**src/inc/io_seq_pkg.sv**
```systemverilog
// Constants for the I/O and interrupt-entry microsequencer
package io_seq_pkg;
   // Datapath and microprogram address widths
   localparam int DATA_W = 16;
   localparam int UPC_W  = 9;
   localparam int COL_W  = 4;

   // Major opcodes of the I/O group (minor field is not decoded)
   localparam logic [3:0] MAJ_INPUT_DIRECT   = 4'h8;
   localparam logic [3:0] MAJ_OUTPUT_DIRECT  = 4'h9;
   localparam logic [3:0] MAJ_INPUT_INDEXED  = 4'ha;
   localparam logic [3:0] MAJ_OUTPUT_INDEXED = 4'hb;

   // Fixed entry points
   localparam logic [UPC_W-1:0] UA_INIT      = 9'h000;
   localparam logic [UPC_W-1:0] UA_FETCH     = 9'h00f;
   localparam logic [UPC_W-1:0] UA_INTERRUPT = 9'h0ff;

   // Placed microinstructions of the I/O and interrupt sequences
   localparam logic [UPC_W-1:0] UA_IN_DIR    = 9'h088;
   localparam logic [UPC_W-1:0] UA_IN_IDX    = 9'h089;
   localparam logic [UPC_W-1:0] UA_OUT_DIR   = 9'h08a;
   localparam logic [UPC_W-1:0] UA_OUT_IDX   = 9'h08b;
   localparam logic [UPC_W-1:0] UA_IN_ACC    = 9'h006;
   localparam logic [UPC_W-1:0] UA_IN_STORE  = 9'h007;
   localparam logic [UPC_W-1:0] UA_OUT_XFER  = 9'h008;
   localparam logic [UPC_W-1:0] UA_INT_1     = 9'h0bf;
   localparam logic [UPC_W-1:0] UA_INT_2     = 9'h05f;
   localparam logic [UPC_W-1:0] UA_INT_3     = 9'h058;
   localparam logic [UPC_W-1:0] UA_INT_4     = 9'h059;
   localparam logic [UPC_W-1:0] UA_INT_5     = 9'h069;
   localparam logic [UPC_W-1:0] UA_INT_6     = 9'h06c;
   localparam logic [UPC_W-1:0] UA_INT_7     = 9'h06d;
   localparam logic [UPC_W-1:0] UA_INT_8     = 9'h06f;
   localparam logic [UPC_W-1:0] UA_INT_9     = 9'h0af;
   localparam logic [UPC_W-1:0] UA_CALL_PUSH = 9'h0ad;

   // Conditional jumps stay in a block of eight rows (row = upc[8:4])
   localparam int BLOCK_LSB = 7;

   // Interrupt structure is port zero; level kept to its low byte
   localparam logic [DATA_W-1:0] PORT_INTERRUPT = 16'h0000;
   localparam logic [DATA_W-1:0] LEVEL_MASK     = 16'h00ff;

   // Reset values
   localparam logic [DATA_W-1:0] RST_WORD = 16'h0000;

   // Bus-control codes
   typedef enum logic [1:0] {
      BUS_IDLE       = 2'b00,
      request_input  = 2'b01,
      request_output = 2'b10
   } bus_ctl_t;

   // Decoded operation
   typedef enum logic [2:0] {
      OP_NONE               = 3'd0,
      input_direct_op       = 3'd1,
      output_direct_op      = 3'd2,
      input_indexed_op      = 3'd3,
      output_indexed_op     = 3'd4
   } io_op_t;

   // Next-address forms
   typedef enum logic [1:0] {
      NA_TABLE  = 2'd0,
      NA_ROWZ   = 2'd1,
      NA_FORCE  = 2'd2,
      NA_LIMIT  = 2'd3
   } next_kind_t;
endpackage : io_seq_pkg

```
**src/rtl/io_op_decode.sv**
```systemverilog
// Major-opcode decoder for the I/O macro-instruction group
`timescale 1ns/1ps
module io_op_decode
   import io_seq_pkg::*;
(
   // Instruction fields
   input  wire logic [3:0] i_major,
   input  wire logic [3:0] i_minor,
   // Result
   output io_op_t          o_op
);
   // Minor field deliberately unused: all sixteen codes behave the same
   logic unused_minor;
   assign unused_minor = ^i_minor;

   always_comb begin
      unique case (i_major)
         MAJ_INPUT_DIRECT:   o_op = input_direct_op;
         MAJ_OUTPUT_DIRECT:  o_op = output_direct_op;
         MAJ_INPUT_INDEXED:  o_op = input_indexed_op;
         MAJ_OUTPUT_INDEXED: o_op = output_indexed_op;
         default:            o_op = OP_NONE;
      endcase
   end
endmodule : io_op_decode

```
**src/rtl/micro_next_addr.sv**
```systemverilog
// Next microprogram address former
`timescale 1ns/1ps
module micro_next_addr
   import io_seq_pkg::*;
(
   // Selection
   input  next_kind_t       i_kind,
   input  wire logic [UPC_W-1:0] i_cur,
   input  wire logic [UPC_W-1:0] i_target,
   // Result
   output logic [UPC_W-1:0] o_next
);
   always_comb begin
      unique case (i_kind)
         NA_TABLE: o_next = i_target;
         // Row-zero jump keeps only the column
         NA_ROWZ:  o_next = {{(UPC_W-COL_W){1'b0}}, i_target[COL_W-1:0]};
         // Interrupt overrides whatever the sequence wanted
         NA_FORCE: o_next = UA_INTERRUPT;
         // Limited jumps cannot leave the current eight-row block
         NA_LIMIT: o_next = {i_cur[UPC_W-1:BLOCK_LSB], i_target[BLOCK_LSB-1:0]};
      endcase
   end
endmodule : micro_next_addr

```
**src/rtl/io_interrupt_microsequence.sv**
```systemverilog
// Microsequencer for I/O macro-instructions and interrupt entry
`timescale 1ns/1ps
module io_interrupt_microsequence
   import io_seq_pkg::*;
(
   // Clock and reset
   input  wire logic              i_sys_clk,
   input  wire logic              i_nrst,
   // Macro-instruction at fetch
   input  wire logic              i_instr_valid,
   input  wire logic [3:0]        i_major,
   input  wire logic [3:0]        i_minor,
   input  wire logic [DATA_W-1:0] i_disp,
   input  wire logic [DATA_W-1:0] i_x,
   // Interrupt request and call-push completion
   input  wire logic              i_int_req,
   input  wire logic              i_call_push_done,
   // Port and memory read data
   input  wire logic [DATA_W-1:0] i_io_rdata,
   input  wire logic [DATA_W-1:0] i_mem_rdata,
   // Microprogram address and status
   output logic [UPC_W-1:0]       o_upc,
   output logic                   o_fetch,
   output logic                   o_foreign_op,
   output logic                   o_int_ack,
   output logic                   o_call_push,
   // Address register and bus control
   output logic [DATA_W-1:0]      o_mar,
   output bus_ctl_t               o_bus_ctl,
   output logic [DATA_W-1:0]      o_io_wdata,
   output logic                   o_mem_rd,
   output logic                   o_mem_wr,
   output logic [DATA_W-1:0]      o_mem_wdata,
   // Architectural registers
   output logic [DATA_W-1:0]      o_reg_a,
   output logic [DATA_W-1:0]      o_reg_s,
   output logic [DATA_W-1:0]      o_reg_w,
   output logic [DATA_W-1:0]      o_scratch_reg,
   output logic                   o_carry,
   // Reset value of the stack pointer
   input  wire logic [DATA_W-1:0] i_stack_init
);
   ////////////////////////////////////////////////////////////////////////////
   typedef enum logic [4:0] {
      ST_INIT     = 5'b00000,
      ST_FETCH    = 5'b00001,
      ST_IN_DIR   = 5'b00011,
      ST_IN_IDX   = 5'b00010,
      ST_IN_ACC   = 5'b00110,
      ST_IN_STORE = 5'b00111,
      ST_OUT_DIR  = 5'b00101,
      ST_OUT_IDX  = 5'b00100,
      ST_OUT_XFER = 5'b01100,
      ST_INT_0    = 5'b01101,
      ST_INT_1    = 5'b01111,
      ST_INT_2    = 5'b01110,
      ST_INT_3    = 5'b01010,
      ST_INT_4    = 5'b01011,
      ST_INT_5    = 5'b01001,
      ST_INT_6    = 5'b01000,
      ST_INT_7    = 5'b11000,
      ST_INT_8    = 5'b11001,
      ST_INT_9    = 5'b11011,
      ST_CALL     = 5'b11010
   } state_t;

   state_t            state_q, state_d;
   io_op_t            op;
   next_kind_t        kind;
   logic [UPC_W-1:0]  target, upc_d, upc_q;
   logic [DATA_W-1:0] ac_q, ac_d, a_q, a_d, s_q, s_d, w_q, w_d, scr_q, scr_d;
   logic [DATA_W-1:0] mar_q, mar_d, iow_q, iow_d, memw_q, memw_d;
   bus_ctl_t          bus_q, bus_d;
   logic              rd_q, rd_d, wr_q, wr_d, cy_q, cy_d, stack_ld_q;
   logic              fetch_q, fetch_d, foreign_q, foreign_d;
   logic              ack_q, ack_d, cp_q, cp_d;

   io_op_decode u_decode (
      .i_major (i_major),
      .i_minor (i_minor),
      .o_op    (op)
   );

   micro_next_addr u_next (
      .i_kind   (kind),
      .i_cur    (upc_q),
      .i_target (target),
      .o_next   (upc_d)
   );

   ////////////////////////////////////////////////////////////////////////////
   // Sequence control
   always_comb begin
      state_d   = state_q;
      foreign_d = 1'b0;
      ack_d     = 1'b0;
      unique case (state_q)
         ST_INIT:     state_d = ST_FETCH;
         ST_FETCH: begin
            if (i_int_req) begin
               state_d = ST_INT_0;
               ack_d   = 1'b1;
            end else if (i_instr_valid) begin
               unique case (op)
                  input_direct_op:   state_d = ST_IN_DIR;
                  input_indexed_op:  state_d = ST_IN_IDX;
                  output_direct_op:  state_d = ST_OUT_DIR;
                  output_indexed_op: state_d = ST_OUT_IDX;
                  OP_NONE:           foreign_d = 1'b1;
               endcase
            end
         end
         ST_IN_DIR,
         ST_IN_IDX:   state_d = ST_IN_ACC;
         ST_IN_ACC:   state_d = ST_IN_STORE;
         ST_IN_STORE: state_d = ST_FETCH;
         ST_OUT_DIR,
         ST_OUT_IDX:  state_d = ST_OUT_XFER;
         ST_OUT_XFER: state_d = ST_FETCH;
         ST_INT_0:    state_d = ST_INT_1;
         ST_INT_1:    state_d = ST_INT_2;
         ST_INT_2:    state_d = ST_INT_3;
         ST_INT_3:    state_d = ST_INT_4;
         ST_INT_4:    state_d = ST_INT_5;
         ST_INT_5:    state_d = ST_INT_6;
         ST_INT_6:    state_d = ST_INT_7;
         ST_INT_7:    state_d = ST_INT_8;
         ST_INT_8:    state_d = ST_INT_9;
         ST_INT_9:    state_d = ST_CALL;
         ST_CALL:     if (i_call_push_done) state_d = ST_FETCH;
         default:     state_d = ST_INIT;
      endcase
   end

   // Microprogram address of the next state
   always_comb begin
      kind   = NA_TABLE;
      target = UA_FETCH;
      unique case (state_d)
         ST_INIT:     target = UA_INIT;
         ST_FETCH: begin
            target = UA_FETCH;
            if (state_q == ST_IN_STORE || state_q == ST_OUT_XFER) kind = NA_ROWZ;
         end
         ST_IN_DIR:   target = UA_IN_DIR;
         ST_IN_IDX:   target = UA_IN_IDX;
         ST_IN_ACC:   target = UA_IN_ACC;
         ST_IN_STORE: target = UA_IN_STORE;
         ST_OUT_DIR:  target = UA_OUT_DIR;
         ST_OUT_IDX:  target = UA_OUT_IDX;
         ST_OUT_XFER: target = UA_OUT_XFER;
         ST_INT_0:    kind   = NA_FORCE;
         ST_INT_1:    target = UA_INT_1;
         ST_INT_2:    target = UA_INT_2;
         ST_INT_3:    target = UA_INT_3;
         ST_INT_4:    target = UA_INT_4;
         ST_INT_5:    target = UA_INT_5;
         ST_INT_6:    target = UA_INT_6;
         ST_INT_7:    target = UA_INT_7;
         ST_INT_8:    target = UA_INT_8;
         ST_INT_9:    target = UA_INT_9;
         ST_CALL:     target = UA_CALL_PUSH;
         default:     target = UA_INIT;
      endcase
   end

   ////////////////////////////////////////////////////////////////////////////
   // Datapath and bus requests; datapath updates decoded from the current state, requests and strobes registered from the next state
   always_comb begin
      ac_d    = ac_q;
      a_d     = a_q;
      s_d     = s_q;
      w_d     = w_q;
      scr_d   = scr_q;
      cy_d    = cy_q;
      mar_d   = mar_q;
      iow_d   = iow_q;
      memw_d  = memw_q;
      bus_d   = BUS_IDLE;
      rd_d    = 1'b0;
      wr_d    = 1'b0;
      fetch_d = (state_d == ST_FETCH);
      cp_d    = (state_d == ST_CALL);
      // Effects taken on leaving the current state
      unique case (state_q)
         ST_IN_DIR,
         ST_IN_IDX:   ac_d = i_io_rdata;
         ST_IN_STORE: a_d  = ac_q;
         ST_INT_0:    s_d  = s_q - 16'h0001;
         ST_INT_4:    ac_d = i_io_rdata & LEVEL_MASK;
         ST_INT_6: begin
            w_d  = ac_q;
            cy_d = 1'b1;
         end
         ST_INT_8:    ac_d = i_mem_rdata;
         ST_INT_9:    scr_d = ac_q;
         default: ;
      endcase
      // Requests presented while in the next state
      unique case (state_d)
         ST_IN_DIR: begin
            mar_d = i_disp;
            bus_d = request_input;
         end
         ST_IN_IDX: begin
            mar_d = i_x;
            bus_d = request_input;
         end
         ST_OUT_DIR:  mar_d = i_disp;
         ST_OUT_IDX:  mar_d = i_x;
         ST_OUT_XFER: begin
            iow_d = a_q;
            bus_d = request_output;
         end
         ST_INT_2: begin
            mar_d  = s_q;
            memw_d = w_q;
            wr_d   = 1'b1;
         end
         ST_INT_3:    mar_d = PORT_INTERRUPT;
         ST_INT_4:    bus_d = request_input;
         ST_INT_5: begin
            iow_d = i_io_rdata & LEVEL_MASK;
            bus_d = request_output;
         end
         ST_INT_7: begin
            mar_d = ac_q;
            rd_d  = 1'b1;
         end
         default: ;
      endcase
   end

   always_ff @(posedge i_sys_clk) begin
      if (!i_nrst) begin
         state_q    <= ST_INIT;
         upc_q      <= UA_INIT;
         ac_q       <= RST_WORD;
         a_q        <= RST_WORD;
         s_q        <= RST_WORD;
         w_q        <= RST_WORD;
         scr_q      <= RST_WORD;
         cy_q       <= 1'b0;
         mar_q      <= RST_WORD;
         iow_q      <= RST_WORD;
         memw_q     <= RST_WORD;
         bus_q      <= BUS_IDLE;
         rd_q       <= 1'b0;
         wr_q       <= 1'b0;
         fetch_q    <= 1'b0;
         foreign_q  <= 1'b0;
         ack_q      <= 1'b0;
         cp_q       <= 1'b0;
         stack_ld_q <= 1'b1;
      end else begin
         state_q    <= state_d;
         upc_q      <= upc_d;
         ac_q       <= ac_d;
         a_q        <= a_d;
         // Stack pointer strap caught on the first edge after release
         s_q        <= stack_ld_q ? i_stack_init : s_d;
         stack_ld_q <= 1'b0;
         w_q        <= w_d;
         scr_q      <= scr_d;
         cy_q       <= cy_d;
         mar_q      <= mar_d;
         iow_q      <= iow_d;
         memw_q     <= memw_d;
         bus_q      <= bus_d;
         rd_q       <= rd_d;
         wr_q       <= wr_d;
         fetch_q    <= fetch_d;
         foreign_q  <= foreign_d;
         ack_q      <= ack_d;
         cp_q       <= cp_d;
      end
   end

   assign o_upc         = upc_q;
   assign o_fetch       = fetch_q;
   assign o_foreign_op  = foreign_q;
   assign o_int_ack     = ack_q;
   assign o_call_push   = cp_q;
   assign o_mar         = mar_q;
   assign o_bus_ctl     = bus_q;
   assign o_io_wdata    = iow_q;
   assign o_mem_rd      = rd_q;
   assign o_mem_wr      = wr_q;
   assign o_mem_wdata   = memw_q;
   assign o_reg_a       = a_q;
   assign o_reg_s       = s_q;
   assign o_reg_w       = w_q;
   assign o_scratch_reg = scr_q;
   assign o_carry       = cy_q;

   ////////////////////////////////////////////////////////////////////////////
   // Checks
   property p_int_entry;
      @(posedge i_sys_clk) disable iff (!i_nrst)
      (state_q == ST_FETCH && i_int_req) |=> (o_upc == UA_INTERRUPT && o_int_ack);
   endproperty
   a_int_entry: assert property (p_int_entry) else $error("interrupt entry not forced");

   property p_minor_ignored;
      @(posedge i_sys_clk) disable iff (!i_nrst)
      (state_q == ST_FETCH && !i_int_req && i_instr_valid && i_major == MAJ_INPUT_DIRECT)
         |=> (o_bus_ctl == request_input && o_mar == $past(i_disp));
   endproperty
   a_minor_ignored: assert property (p_minor_ignored) else $error("direct input not started");

   property p_out_xfer;
      @(posedge i_sys_clk) disable iff (!i_nrst)
      (state_q == ST_FETCH && !i_int_req && i_instr_valid && i_major == MAJ_OUTPUT_INDEXED)
         |=> ##1 (o_bus_ctl == request_output && o_io_wdata == o_reg_a && o_mar == $past(i_x, 2));
   endproperty
   a_out_xfer: assert property (p_out_xfer) else $error("indexed output wrong");

   property p_in_load_a;
      @(posedge i_sys_clk) disable iff (!i_nrst)
      (o_bus_ctl == request_input && state_q == ST_IN_IDX)
         |=> ##2 (o_reg_a == $past(i_io_rdata, 3) && o_upc == UA_FETCH);
   endproperty
   a_in_load_a: assert property (p_in_load_a) else $error("input word not loaded to A");

   property p_push_status;
      @(posedge i_sys_clk) disable iff (!i_nrst)
      (state_q == ST_FETCH && i_int_req)
         |=> ##2 (o_mem_wr && o_mar == $past(o_reg_s, 2) - 16'h0001 && o_mem_wdata == o_reg_w);
   endproperty
   a_push_status: assert property (p_push_status) else $error("status not pushed");

   property p_level_back;
      @(posedge i_sys_clk) disable iff (!i_nrst)
      (o_bus_ctl == request_input && state_q == ST_INT_4)
         |-> (o_mar == PORT_INTERRUPT) ##1
             (o_bus_ctl == request_output && o_mar == PORT_INTERRUPT
              && o_io_wdata == ($past(i_io_rdata) & LEVEL_MASK));
   endproperty
   a_level_back: assert property (p_level_back) else $error("level not written back");

   property p_status_carry;
      @(posedge i_sys_clk) disable iff (!i_nrst)
      (state_q == ST_INT_5) |=> ##1 (o_carry && o_reg_w == o_io_wdata);
   endproperty
   a_status_carry: assert property (p_status_carry) else $error("status or carry wrong");

   property p_handler;
      @(posedge i_sys_clk) disable iff (!i_nrst)
      (state_q == ST_INT_7) |=> ##2 (o_scratch_reg == $past(i_mem_rdata, 2)
                                     && o_upc == UA_CALL_PUSH && o_call_push);
   endproperty
   a_handler: assert property (p_handler) else $error("handler address not kept");

   property p_init;
      @(posedge i_sys_clk) disable iff (!i_nrst)
      (state_q == ST_INIT) |-> (o_upc == UA_INIT) ##1 (o_upc == UA_FETCH);
   endproperty
   a_init: assert property (p_init) else $error("entry points misplaced");

   property p_limited;
      @(posedge i_sys_clk) disable iff (!i_nrst)
      (kind == NA_LIMIT) |-> (upc_d[UPC_W-1:BLOCK_LSB] == upc_q[UPC_W-1:BLOCK_LSB]);
   endproperty
   a_limited: assert property (p_limited) else $error("limited jump left its block");

   c_int:   cover property (@(posedge i_sys_clk) disable iff (!i_nrst) state_q == ST_CALL);
   c_input: cover property (@(posedge i_sys_clk) disable iff (!i_nrst) state_q == ST_IN_STORE);
   c_out:   cover property (@(posedge i_sys_clk) disable iff (!i_nrst) state_q == ST_OUT_XFER);
   c_other: cover property (@(posedge i_sys_clk) disable iff (!i_nrst) o_foreign_op);
endmodule : io_interrupt_microsequence

```
**config.mk**
```make
export PLATFORM = sky130hd
export DESIGN_NAME = io_interrupt_microsequence
export DESIGN_NICKNAME = d
export VERILOG_FILES = /design/src/inc/io_seq_pkg.sv /design/src/rtl/io_op_decode.sv /design/src/rtl/micro_next_addr.sv /design/src/rtl/io_interrupt_microsequence.sv
export SDC_FILE = /design/constraint.sdc
export NUM_CORES = 1
export LEC_CHECK = 0
export BUFFER_PORTS_ARGS = -buffer_cell sky130_fd_sc_hd__buf_2
export CORE_MARGIN = 5
export CORE_UTILIZATION = 50
export DETAILED_ROUTE_END_ITERATION = 6
export PLACE_DENSITY = 0.77
export REMOVE_ABC_BUFFERS = 1
export SLEW_MARGIN = 20
export SYNTH_ARGS = -nofsm -noshare
export SYNTH_HDL_FRONTEND = slang
export SYNTH_HIERARCHICAL = 1
export SYNTH_SLANG_ARGS = --single-unit
export TNS_END_PERCENT = 20
```
**constraint.sdc**
```tcl
create_clock -name i_sys_clk -period 2.7 [get_ports i_sys_clk]
set_input_delay 0.27 -clock i_sys_clk [delete_from_list [all_inputs] [get_ports i_sys_clk]]
set_output_delay 0.27 -clock i_sys_clk [all_outputs]
set_load 0.01 [all_outputs]
```
==> results list, run 1 <==
* Result of the run: complete, no violations
* I/O Buffers: 218
* Hpwl dp: 15.80 mm
- Filler Cell Count: approximately 1200
- Along the worst path, the maximum fanout reaches 32.
- The final route contains about 7100 vias.
* Number of core rows: between 40 and 50
* Routed wire length: 22.40 mm
- Ratio of cells with drive above 1 in the final layout: 0.2903
- Fraction of synthesis flops using an asynchronous set or reset pin: 0
* Count of endpoints failing hold in the final timing report: 0
- Worst rel slew slack: 0.4822
* Number of different library cells in the post-synthesis netlist: 60
- Register-to-register setup slack: 140 ps
- The cell count after synthesis came out at 860.
- The number of placed instances, taps included, is about 1200.
* Final core occ: 0.6633
* Post-CTS repair timing setup buffer count: 0
- Required time at the worst-slack endpoint: approximately 3000 ps
- Total GRT Usage: 0.2736
- The detail route stage leaves a number of antenna-violating nets equal to 0.
- Hold repair after CTS inserted 0 buffers.
* Post-route standard cell area excluding fillers: just under 9000 um2
* Post-synthesis compound-gate area fraction: 0.2179
- TritonCTS built the clock tree.
* Vias in the first global route: 6691
- The number of max-slew violations in the final report came to 0.
* Synthesized area per cell: a little under 8 um2
- Critical Setup Path Class: register to register
* Maximum achievable frequency: roughly 0.4 GHz
- Area of combinational cells with multiple inputs: roughly 3400 um2
* Drt pass-1 iters: 5
* Final cell count without fillers: approximately 1300
- Summing all placed instances gives a cell area of 8177 um2.
- Final RePlAce weighted congestion: roughly 0.96
* Source of the worst hold timing path: i_stack_init[0]
- Counting flops with a built-in enable in the synthesized netlist gives 0.
- Data arrives at the worst endpoint at around 2900 ps.
- Max-capacitance violation count: 0
- Clock latency on the worst-skew pair, taken at its later pin, is 420 ps.
- Number of cells on the worst reg-to-reg path: 7
- Clk Tree Root Cell: clkbuf_16
- Critical path buffer and inverter count: 1
- Reg-to-reg critical path endpoint: o_mar[8]
- Clock buffers created by TritonCTS: 17
- Registers take 3043 um2.
- WHS Endpoint: o_reg_s[0]
- Maximum number of pins on one net before global-route repair: roughly 110
- Initial core utilization: 0.5104
- Clock tree synthesis found a total of around 150 sinks.
- In this run the standard cell core region covers 13240 um2.
* Flop and latch count out of synthesis: ~150
- RSZ-0062 raised after global routing: false
* Area growth from synthesis to layout: 29.95%
* Overall die area: around 16000 um2
- Clock-pin slew on the worst setup and hold paths: 60 ps
- Among all stages on the critical path, the largest delay is contributed by or4b_1.
- Final setup violation count: 0
- Synthesis Warnings: 6
- The worst setup path is captured at a register.
* Worst r2r src: state_q[1]
- Xor/xnor share of the synthesized area: 0.01944
- In this run the horizontal extent of the chip is around 130 um.
- Number of DRC violations after detailed routing: 0
- Of the post-synthesis cell area, the part taken by muxes is 0.01629.
* Maximum clock insertion buffer count: 2
- Total number of H-tree levels: 4
- For this run, the slowest stage of the critical path takes around 560 ps.
- Worst Skew: between 10 and 15 ps
- Tcrit/Tclk final: 0.9499
- Of the total synthesized cell area, the portion taken by full adders, half adders and majority gates is 0.001851.
- After detailed routing, the average wire length per cell comes to between 15 and 20 um.
* Number of gates resized after cts: 0
- Post-layout min period: approximately 2600 ps
- LEAKAGE: about 3.7 nW
- Via count normalized by instance count: between 5 and 6
* Final total power: 0.007581 W
* Largest family of logic cells by synthesized area: simple AND/OR/NAND/NOR gates
* Antenna violations before repair: 2
- STA classifies the critical path startpoint as a register.
- Flip-flop cell with the highest count after synthesis: dfxtp_1
- In this run the vertical extent of the chip is around 130 um.
- Of the total synthesized cell area, the portion taken by AND, OR, NAND and NOR gates is 0.2490.
- Number of I/O pins: 223
* Cell family contributing the most delay on the critical path: compound AO/OA/AOI/OAI gates
- Total congestion overflow after global routing: 0
* Worst hold-check path type: input pin to register
- Hold depth: 3
- Initial DRC count: 630
- The worst-case IR drop observed on VDD is ~0.42 mV.
- Seq/Total Area, Yosys: 0.4502
* First-pass GRT wire length: approximately 35 mm
- Actual slew at the worst max-slew pin: between 700 and 800 ps
- Critical path cell sequence: or3_1, a21boi_1, or4b_1, o311a_1, buf_12, a221oi_1, a31oi_1
- Setup total negative slack on the finished layout was measured at 0 ps.
- Power Dens Cells: 863.1 nW/um2
* Mapped cell area: ~6800 um2
* Number of nets in the layout: around 1200
where the power goes:
group	total, W	internal (W)	switching, W	leakage (nW)
clock network	0.00242	0.00145	0.000976	0.294
logic	0.00253	0.000989	0.00154	2.14
registers	0.00263	0.00245	0.000179	1.23
total	0.00758	0.00488	0.00270	3.67
layer usage:
metal  part of all wire  GRT usage  vias up
met1               0.42     0.3498     3331
met4              0.020     0.1028        2
met2               0.47     0.4460      319
met3              0.090    0.07028       40
li1                   -          -     3426
met5            0.00031          0        -
through the flow:
stage	hold slack (ps)	worst slack [ps]
floorplan	391.7	-1108
global placement	438.5	75.91
detailed placement	443.2	38.52
CTS	68.28	185.2
global route	75.71	10.97
finish	80.67	135.1
how the worst max path moves through the flow:
stage                     from         to  slack [ps]  cells past startpoint
floorplan           state_q[3]   o_mar[0]       -1110                      4
global placement    i_major[2]  o_mar[10]          80                     10
detailed placement  i_major[2]   o_mar[7]          40                     10
CTS                 state_q[1]   o_mar[7]         190                      7
global route        state_q[1]   o_mar[0]          10                      7
finish              state_q[1]   o_mar[8]         140                      7
cell usage after synthesis (all sizes together) (2+ instances only):
cell	count	area, um2
a211oi	23	177.7
a21o	3	22.52
a21oi	95	475.5
a221oi	17	148.9
a22oi	8	60.06
a311oi	11	96.34
a31oi	21	131.4
and2	10	62.56
and3	2	12.51
buf	14	73.82
clkbuf	51	191.4
dfxtp	152	3043
inv	10	37.54
mux2i	11	110.1
nand2	187	701.9
nand2b	18	122.6
nand3	25	125.1
nand3b	3	22.52
nand4	3	25.02
nor2	78	292.8
nor2b	2	12.51
nor3	9	60.06
nor3b	3	22.52
nor4	5	46.29
nor4b	3	32.53
o21a	2	15.01
o21ai	50	254.0
or3	10	62.56
or3b	2	17.52
xnor2	13	113.9
xor2	2	17.52
worst reg2reg max path, delay by kind of cell (launching register included):
| kind | cells | cell delay, ps |
|---|---|---|
| DFF | 1 | 550 |
| and+or+nand+nor | 2 | 780 |
| buffers and inverters | 1 | 180 |
| AOI/OAI and AO/OA | 4 | 940 |
logic make-up (layout without fill, tap and decap cells):
family,count (synthesis),in the layout
AND/OR/NAND/NOR,367,367
other,1,2
flip-flops,152,152
adder cells (fa/ha/maj),1,1
buffers and inverters,75,300
AO/OA/AOI/OAI,238,238
multiplexers,11,11
XOR/XNOR,15,15
final cells by class:
type,count,share of cell area
tap,176,0.02507
antenna,1,0.0002849
timing repair buffer,258,0.1627
inverter,10,0.004416
sequential,152,0.3464
clock buffer,20,0.05313
multi-input combinational,633,0.3923
clock inverter,12,0.01567
layout by cell type, fill, tap and decap left out, types with 3 or more instances in the layout:
cell type  synthesis  routed
and2_1            10      10
clkinv_2           0       3
or3_1             10      10
inv_1             10       9
buf_12             0       3
nand2b_1          16      16
xnor2_1           13      13
a22oi_1            8       8
nor4_1             4       3
nand3b_1           3       3
clkbuf_16          0      17
a21o_1             3       3
a21oi_1           95      94
a221oi_1          17      17
nor3_1             6       3
inv_6              0       4
a211oi_1          22      21
mux2i_1           11      11
buf_2             11     218
dfxtp_1          152     152
o21ai_0           44      44
a311oi_1          11      11
nand2_1          187     187
clkbuf_8           0       3
buf_4              0      37
nand3_1           25      25
a31oi_1           21      21
nor3_2             3       6
o21ai_1            5       5
nor3b_1            3       3
nor2_1            78      77
No activity file was read; power rests on OpenSTA's default activity.
==> run 2: changes to the inputs <==
CORE_UTILIZATION = 51   (was 50)
PLACE_DENSITY = 0.78   (was 0.77)
SKIP_LAST_GASP = 1   (was not set)
==> run 2 against run 1 <==
Total power decreased by 1.4%. Clock power is 5% lower. Critical path depth did not move. Final area fell by 0.19%. Sequential cell count unchanged. Die area decreased by 1.8%. Non-clock buffer count increased by 5. Clock-buffer cell count decreased by 2. Global-route usage grew 0.87 points. Sequential share of layout area up 0.064 points. Via count down 0.48%. Critical endpoint is now o_upc[0].
==> results list, run 2 (synthesis results as in run 1) <==
* Initial DRC count: 715 (was 630)
- The global-route total usage across every layer came to 0.2823 (was 0.2736).
* Clk Tree Root Cell: clkbuf_16 (unchanged)
- The peak per-stage delay on the critical path is 650 ps (was 560 ps).
- The final-layout worst hold slack was 79.39 ps (was 80.67 ps).
* Data arrival time at the worst-slack endpoint: 2810 ps (was 2860 ps)
- Pre-CTS setup slack: 8.407 ps (was 38.52 ps)
- The number of nets with antenna violations after routing was 0 (unchanged).
- Required time at the worst-slack endpoint: 3010 ps (was 2990 ps)
- Avg WL per Cell: 17.83 um (was 17.75 um)
- TritonCTS clock tree: done (unchanged)
- The buffers inserted during post-CTS setup optimization was 0 (unchanged).
* Area growth from synthesis to layout: 29.71% (was 29.95%)
- The number of remaining DRC errors was 0 (unchanged).
- Maximum number of pins on one net before global-route repair: 112 (unchanged)
- The maximum level of the CTS H-tree came to 4 (unchanged).
* Cell with the largest stage delay on the worst path: dfxtp_1 (was or4b_1)
* Number of core rows: 42 (unchanged)
- Actual slew at the worst max-slew pin: 734.7 ps (was 774.5 ps)
- Overall die area: 15660 um2 (was 15940 um2)
- The total of fill cells in the finished design came to 1162 (was 1180).
* I/O Buffers: 218 (unchanged)
- Maximum net fanout on the critical path: 14 (was 32)
- The most common cell after layout, fill and taps aside is buf_2 (unchanged).
- Launching element type of the critical path: register (unchanged)
* Max-capacitance violation count: 0 (unchanged)
* Count of hold buffers inserted by post-cts repair: 0 (unchanged)
- Maximum achievable frequency: 0.4000 GHz (was 0.3899 GHz)
- Critical path cell sequence: nor3b_1, or4b_1, buf_4, a311oi_1, o21ai_0, nand2b_1, and2_1 (was or3_1, a21boi_1, or4b_1, o311a_1, buf_12, a221oi_1, a31oi_1)
- The category of the worst setup path capture point was a register (unchanged).
- Worst rel slew slack: 0.5088 (was 0.4822)
- The placed wire-length estimate came to 16.06 mm (was 15.80 mm).
- Final setup slack of the worst path: 200.3 ps (was 135.1 ps)
- Clk Latency, worst-skew pair: 420 ps (about the same)
- Maximum clock insertion buffer count: 2 (unchanged)
- The total number of clock tree sinks came to 152 (unchanged).
- Setup TNS after final layout: 0 ps (unchanged)
- Ratio of cells with drive above 1 in the final layout: 0.2936 (was 0.2903)
- Worst hold-check path type: input pin to register (unchanged)
- LEAKAGE: 3.666 nW (was 3.667 nW)
- The vertical die dimension was 125.1 um (was 126.3 um).
- The wire length of the first global-routing pass came to 35.74 mm (was 35.10 mm).
- The top cell family by delay on the critical path is simple AND/OR/NAND/NOR gates (was compound AO/OA/AOI/OAI gates).
- Final setup violation count: 0 (unchanged)
- Result of the run: complete, no violations (unchanged).
* Number of gates resized after cts: 0 (unchanged)
- The clock edge transition at the registers on the reported setup and hold paths was 60 ps (about the same).
* Initial core utilization: 0.5145 (was 0.5104)
- The via-per-instance ratio came to 5.596 (was 5.640).
* Critical Setup Path Class: register to register (unchanged)
- Core footprint: 13140 um2 (was 13240 um2)
* Vias in the first global route: 6756 (was 6691)
* Horizontal die dimension: 125.1 um (was 126.3 um)
- Worst Skew: 8.374 ps (was 10.22 ps)
- The post-route fraction of the period consumed by the critical path was 0.9258 (was 0.9499).
- Number of I/O pins: 223 (unchanged)
* Drt pass-1 iters: 5 (unchanged)
* Seq. cell area: 3043 um2 (unchanged)
- The worst path buffer plus inverter count came to 1 (unchanged).
- Area of combinational cells with multiple inputs: 3446 um2 (unchanged)
- Number of nets in the layout: 1171 (was 1166)
- The ratio of total power to cell area came to 852.6 nW/um2 (was 863.1 nW/um2).
* RSZ-0062 raised after global routing: false (unchanged)
* Routed wire length: 22.57 mm (was 22.40 mm)
- Most frequent cells in the layout: buf_2 (218), nand2_1 (187), dfxtp_1 (152) (unchanged).
- The minimum clock period was 2500 ps (was 2565 ps).
- Final RePlAce weighted congestion: 0.9159 (was 0.9634)
- Antenna fix cells: 0 (was 1)
- The initial antenna violation count was 0 (was 2).
* Count of endpoints failing hold in the final timing report: 0 (unchanged)
- Clock buffers created by TritonCTS: 17 (unchanged)
- Count of vias placed by the detailed router: 7084 (was 7118)
- The final global-route overflow total came to 0 (unchanged).
* Count of final max-slew check failures: 0 (unchanged)
- Peak supply drop: 0.5054 mV (was 0.4237 mV)
run 2: changes by cell type in the layout (fill, tap and decap cells not counted), sizes merged:
cell    change
diode       -1
buf         +5
bufinv      -1
clkinv      +1
inv         +2
clkbuf      -2
run 2: area by class of cell:
class                           count  area share
Tap cell                          176     0.02512
Inverter                           10    0.004424
Clock buffer                       18     0.05009
Multi-Input combinational cell    633      0.3930
Timing Repair Buffer              263      0.1644
Clock inverter                     14     0.01584
Sequential cell                   152      0.3471
run 2: metal layers:
metal,share of wire,global-route usage
met1,0.42,0.3674
met3,0.081,0.06866
met5,0,0
met2,0.48,0.4647
met4,0.016,0.08929
run 2: final timing paths:
path              startpoint              end  slack [ps]  cells past startpoint
min reg2reg  o_mem_wdata[11]  o_mem_wdata[11]         450                      2
max               state_q[3]         o_upc[0]         200                      7
max reg2reg       state_q[3]         o_upc[0]         200                      7
min          i_stack_init[1]       o_reg_s[1]          80                      3
run 2: tightest hold or removal path: stages:
cell and delay, ps:
buf_2 80, a21oi_1 50, nor2_1 70
run 2: report_power, final:
group          internal, W  switching (W)
combinational     0.000983        0.00154
clock              0.00132       0.000998
sequential         0.00245       0.000189
run 2: metrics by stage:
stage,std cells,utilization,area [um2],power [W]
floorplan,795,-,6494,0.004050
global placement,1234,0.6233,8189,0.005127
detailed placement,1234,0.6233,8189,0.005164
CTS,1266,0.6673,8767,0.007469
global route,1266,0.6673,8767,0.007842
finish,1266,0.6673,8767,0.007475
==> run 3: changes to the inputs <==
CORE_MARGIN = not set   (was 5)
MAX_ROUTING_LAYER = met4   (was not set)
==> run 3 against run 2 <==
Hold slack worse by 4.0 ps. Clock skew is essentially flat. Clock power barely moved. Largest power group unchanged.
==> results list, run 3 (synthesis results as in run 1) <==
- Result of the run: complete, no violations (unchanged)
- Vertical extent of the die: 117.1 um (was 125.1 um)
- Filler Cell Count: 1101 (was 1162)
- Hold slack: 75.44 ps (was 79.39 ps)
* TritonCTS clock tree: done (unchanged)
- Clk Tree Root Cell: clkbuf_16 (unchanged)
- The worst slew margin relative to its limit came to 0.4977 (was 0.5088).
* Final setup violation count: 0 (unchanged)
* Number of gates resized after cts: 0 (unchanged)
- The data arrival time of the critical path was 2850 ps (was 2810 ps).
* Area growth from synthesis to layout: 28.77% (was 29.71%)
* Initial DRC count: 546 (was 715)
- The worst voltage drop across the vdd grid is 0.5410 mV (was 0.5054 mV).
- Actual slew at the worst max-slew pin: 753.5 ps (was 734.7 ps)
* Clock-pin slew on the worst setup and hold paths: 70 ps (was 60 ps)
- RSZ-0062 raised after global routing: false (unchanged)
- Post-layout min period: 2541 ps (was 2500 ps)
- Final setup slack of the worst path: 159.0 ps (was 200.3 ps)
- Total congestion overflow after global routing: 0 (unchanged)
- The placement-stage cell area was 8142 um2 (was 8189 um2).
* Tcrit/Tclk final: 0.9411 (was 0.9258)
* Number of DRC violations after detailed routing: 0 (unchanged)
* TritonCTS Sinks: 152 (unchanged)
- Horizontal die dimension: 117.1 um (was 125.1 um)
- Critical Setup Path Class: register to register (unchanged)
- Count of hold buffers inserted by post-cts repair: 0 (unchanged)
* Final cell count without fillers: 1255 (was 1266)
- Antenna fix cells: 0 (unchanged)
* Worst hold-check path type: input pin to register (unchanged)
- Initial core utilization: 0.5291 (was 0.5145)
- Count of vias placed by the detailed router: 7096 (was 7084)
- The share of final-layout standard cells stronger than drive strength 1 is 0.2862 (was 0.2936).
- Most common cell after layout, fill and taps aside: buf_2 (unchanged)
* Total GRT Usage: 0.3336 (was 0.2823)
* Number of nets in the layout: 1164 (was 1171)
- The placed wire-length estimate came to 15.44 mm (was 16.06 mm).
- The maximum level of the CTS H-tree came to 4 (unchanged).
* LEAKAGE: 3.631 nW (was 3.666 nW)
- Instance count after placement with tap cells included: 1223 (was 1234)
- The standard cell core area is 12770 um2 (was 13140 um2).
* Maximum clock insertion buffer count: 2 (unchanged)
- The wire length of the first global-routing pass was 33.29 mm (was 35.74 mm).
- The quantity of I/O buffers inserted on ports came to 218 (unchanged).
- The category of the worst setup path capture point is a register (unchanged).
- Worst Skew: 8.022 ps (was 8.374 ps)
- The number of buffers inserted during clock tree synthesis was 17 (unchanged).
- Number of core rows: 41 (was 42)
* Number of I/O pins: 223 (unchanged)
* Remaining antenna violation count after routing: 0 (unchanged)
* Count of final max-slew check failures: 0 (unchanged)
- The count of maximum capacitance violations was 0 (unchanged).
* Via count normalized by instance count: 5.654 (was 5.596)
* Pre-CTS setup slack: 89.07 ps (was 8.407 ps)
- Launching element type of the critical path: register (unchanged)
- Post-CTS repair timing setup buffer count: 0 (unchanged)
* Antenna violations before repair: 0 (unchanged)
- Final RePlAce weighted congestion: 0.9434 (was 0.9159)
- The count of endpoints failing hold in the final timing report came to 0 (unchanged).
* Maximum number of pins on one net before global-route repair: 34 (was 112)
* Routed wire length: 21.73 mm (was 22.57 mm)
* Maximum achievable frequency: 0.3935 GHz (was 0.4000 GHz)
- The maximum fanout count along the critical path came to 8 (was 14).
- Post-route standard cell area excluding fillers: 8703 um2 (was 8767 um2)
- Avg WL per Cell: 17.31 um (was 17.83 um)
- The number of detailed-routing iterations run before antenna repair is 5 (unchanged).
* Vias in the first global route: 6456 (was 6756)
- Clk Latency, worst-skew pair: 430 ps (was 420 ps)
- Most frequent cells in the layout: buf_2 (218), nand2_1 (187), dfxtp_1 (152) (unchanged)
* Power Dens Cells: 852.3 nW/um2 (was 852.6 nW/um2)
- Required time at the worst-slack endpoint: 3010 ps (about the same)
- Overall die area: 13720 um2 (was 15660 um2)
==> run 3: changes by cell type in the layout (fill, tap and decap cells not counted), sizes merged <==
cell / change
clkbuf: +2
inv: -1
buf: -7
clkinv: -1
==> run 3: per-layer routing <==
layer	share of wire	global-route usage	vias to the layer above	wire length, um
li1	-	-	3414	-
met1	0.42	0.4045	3311	9035
met2	0.47	0.5400	330	10160
met3	0.090	0.07055	41	1952
met4	0.027	0.1376	0	577
met5	0	-	-	0
==> run 3: path summary, 6_finish.rpt <==
kind / start / endpoint / slack (ps) / depth (start not counted)
setup / recovery: state_q[0] / o_upc[3] / 160 / 8
hold / removal: i_stack_init[8] / o_reg_s[8] / 80 / 3
setup reg to reg: state_q[0] / o_upc[3] / 160 / 8
hold reg to reg: o_mem_wdata[0] / o_mem_wdata[0] / 450 / 2
==> run 3: cell type report <==
cell class / count / area, um2 / area share
multi-input cells: 633 / 3443 / 0.3956
flip-flops and latches: 152 / 3043 / 0.3496
repair buffers: 256 / 1401 / 0.1610
clock buffers: 20 / 446.7 / 0.05132
well taps: 172 / 215.2 / 0.02473
clock inverters: 12 / 115.1 / 0.01323
inverters: 10 / 38.79 / 0.004457
==> run 3: per-stage QoR <==
stage | power, W | setup TNS [ps] | utilization
after floorplan | 0.004050 | -39080 | -
after global placement | 0.005087 | 0 | 0.6374
after detailed placement | 0.005128 | 0 | 0.6374
after CTS | 0.007398 | 0 | 0.6814
after global routing | 0.007799 | 0 | 0.6814
final | 0.007417 | 0 | 0.6814
==> run 3: power breakdown <==
group          internal [W]  switching [W]  total, W  leakage [nW]
Combinational      0.000971        0.00153   0.00250          2.12
Clock               0.00131       0.000977   0.00228         0.273
Sequential          0.00245       0.000185   0.00263          1.23
Total               0.00472        0.00269   0.00742          3.63
==> run 3: critical path, stage by stage, from the launching register on <==
cell and delay (ps):
dfxtp_1 500, or3b_1 480, nor3_2 170, o31a_2 240, nor2_1 80, a311oi_1 430, nand4_1 160, nand2b_1 190
and2_1 160
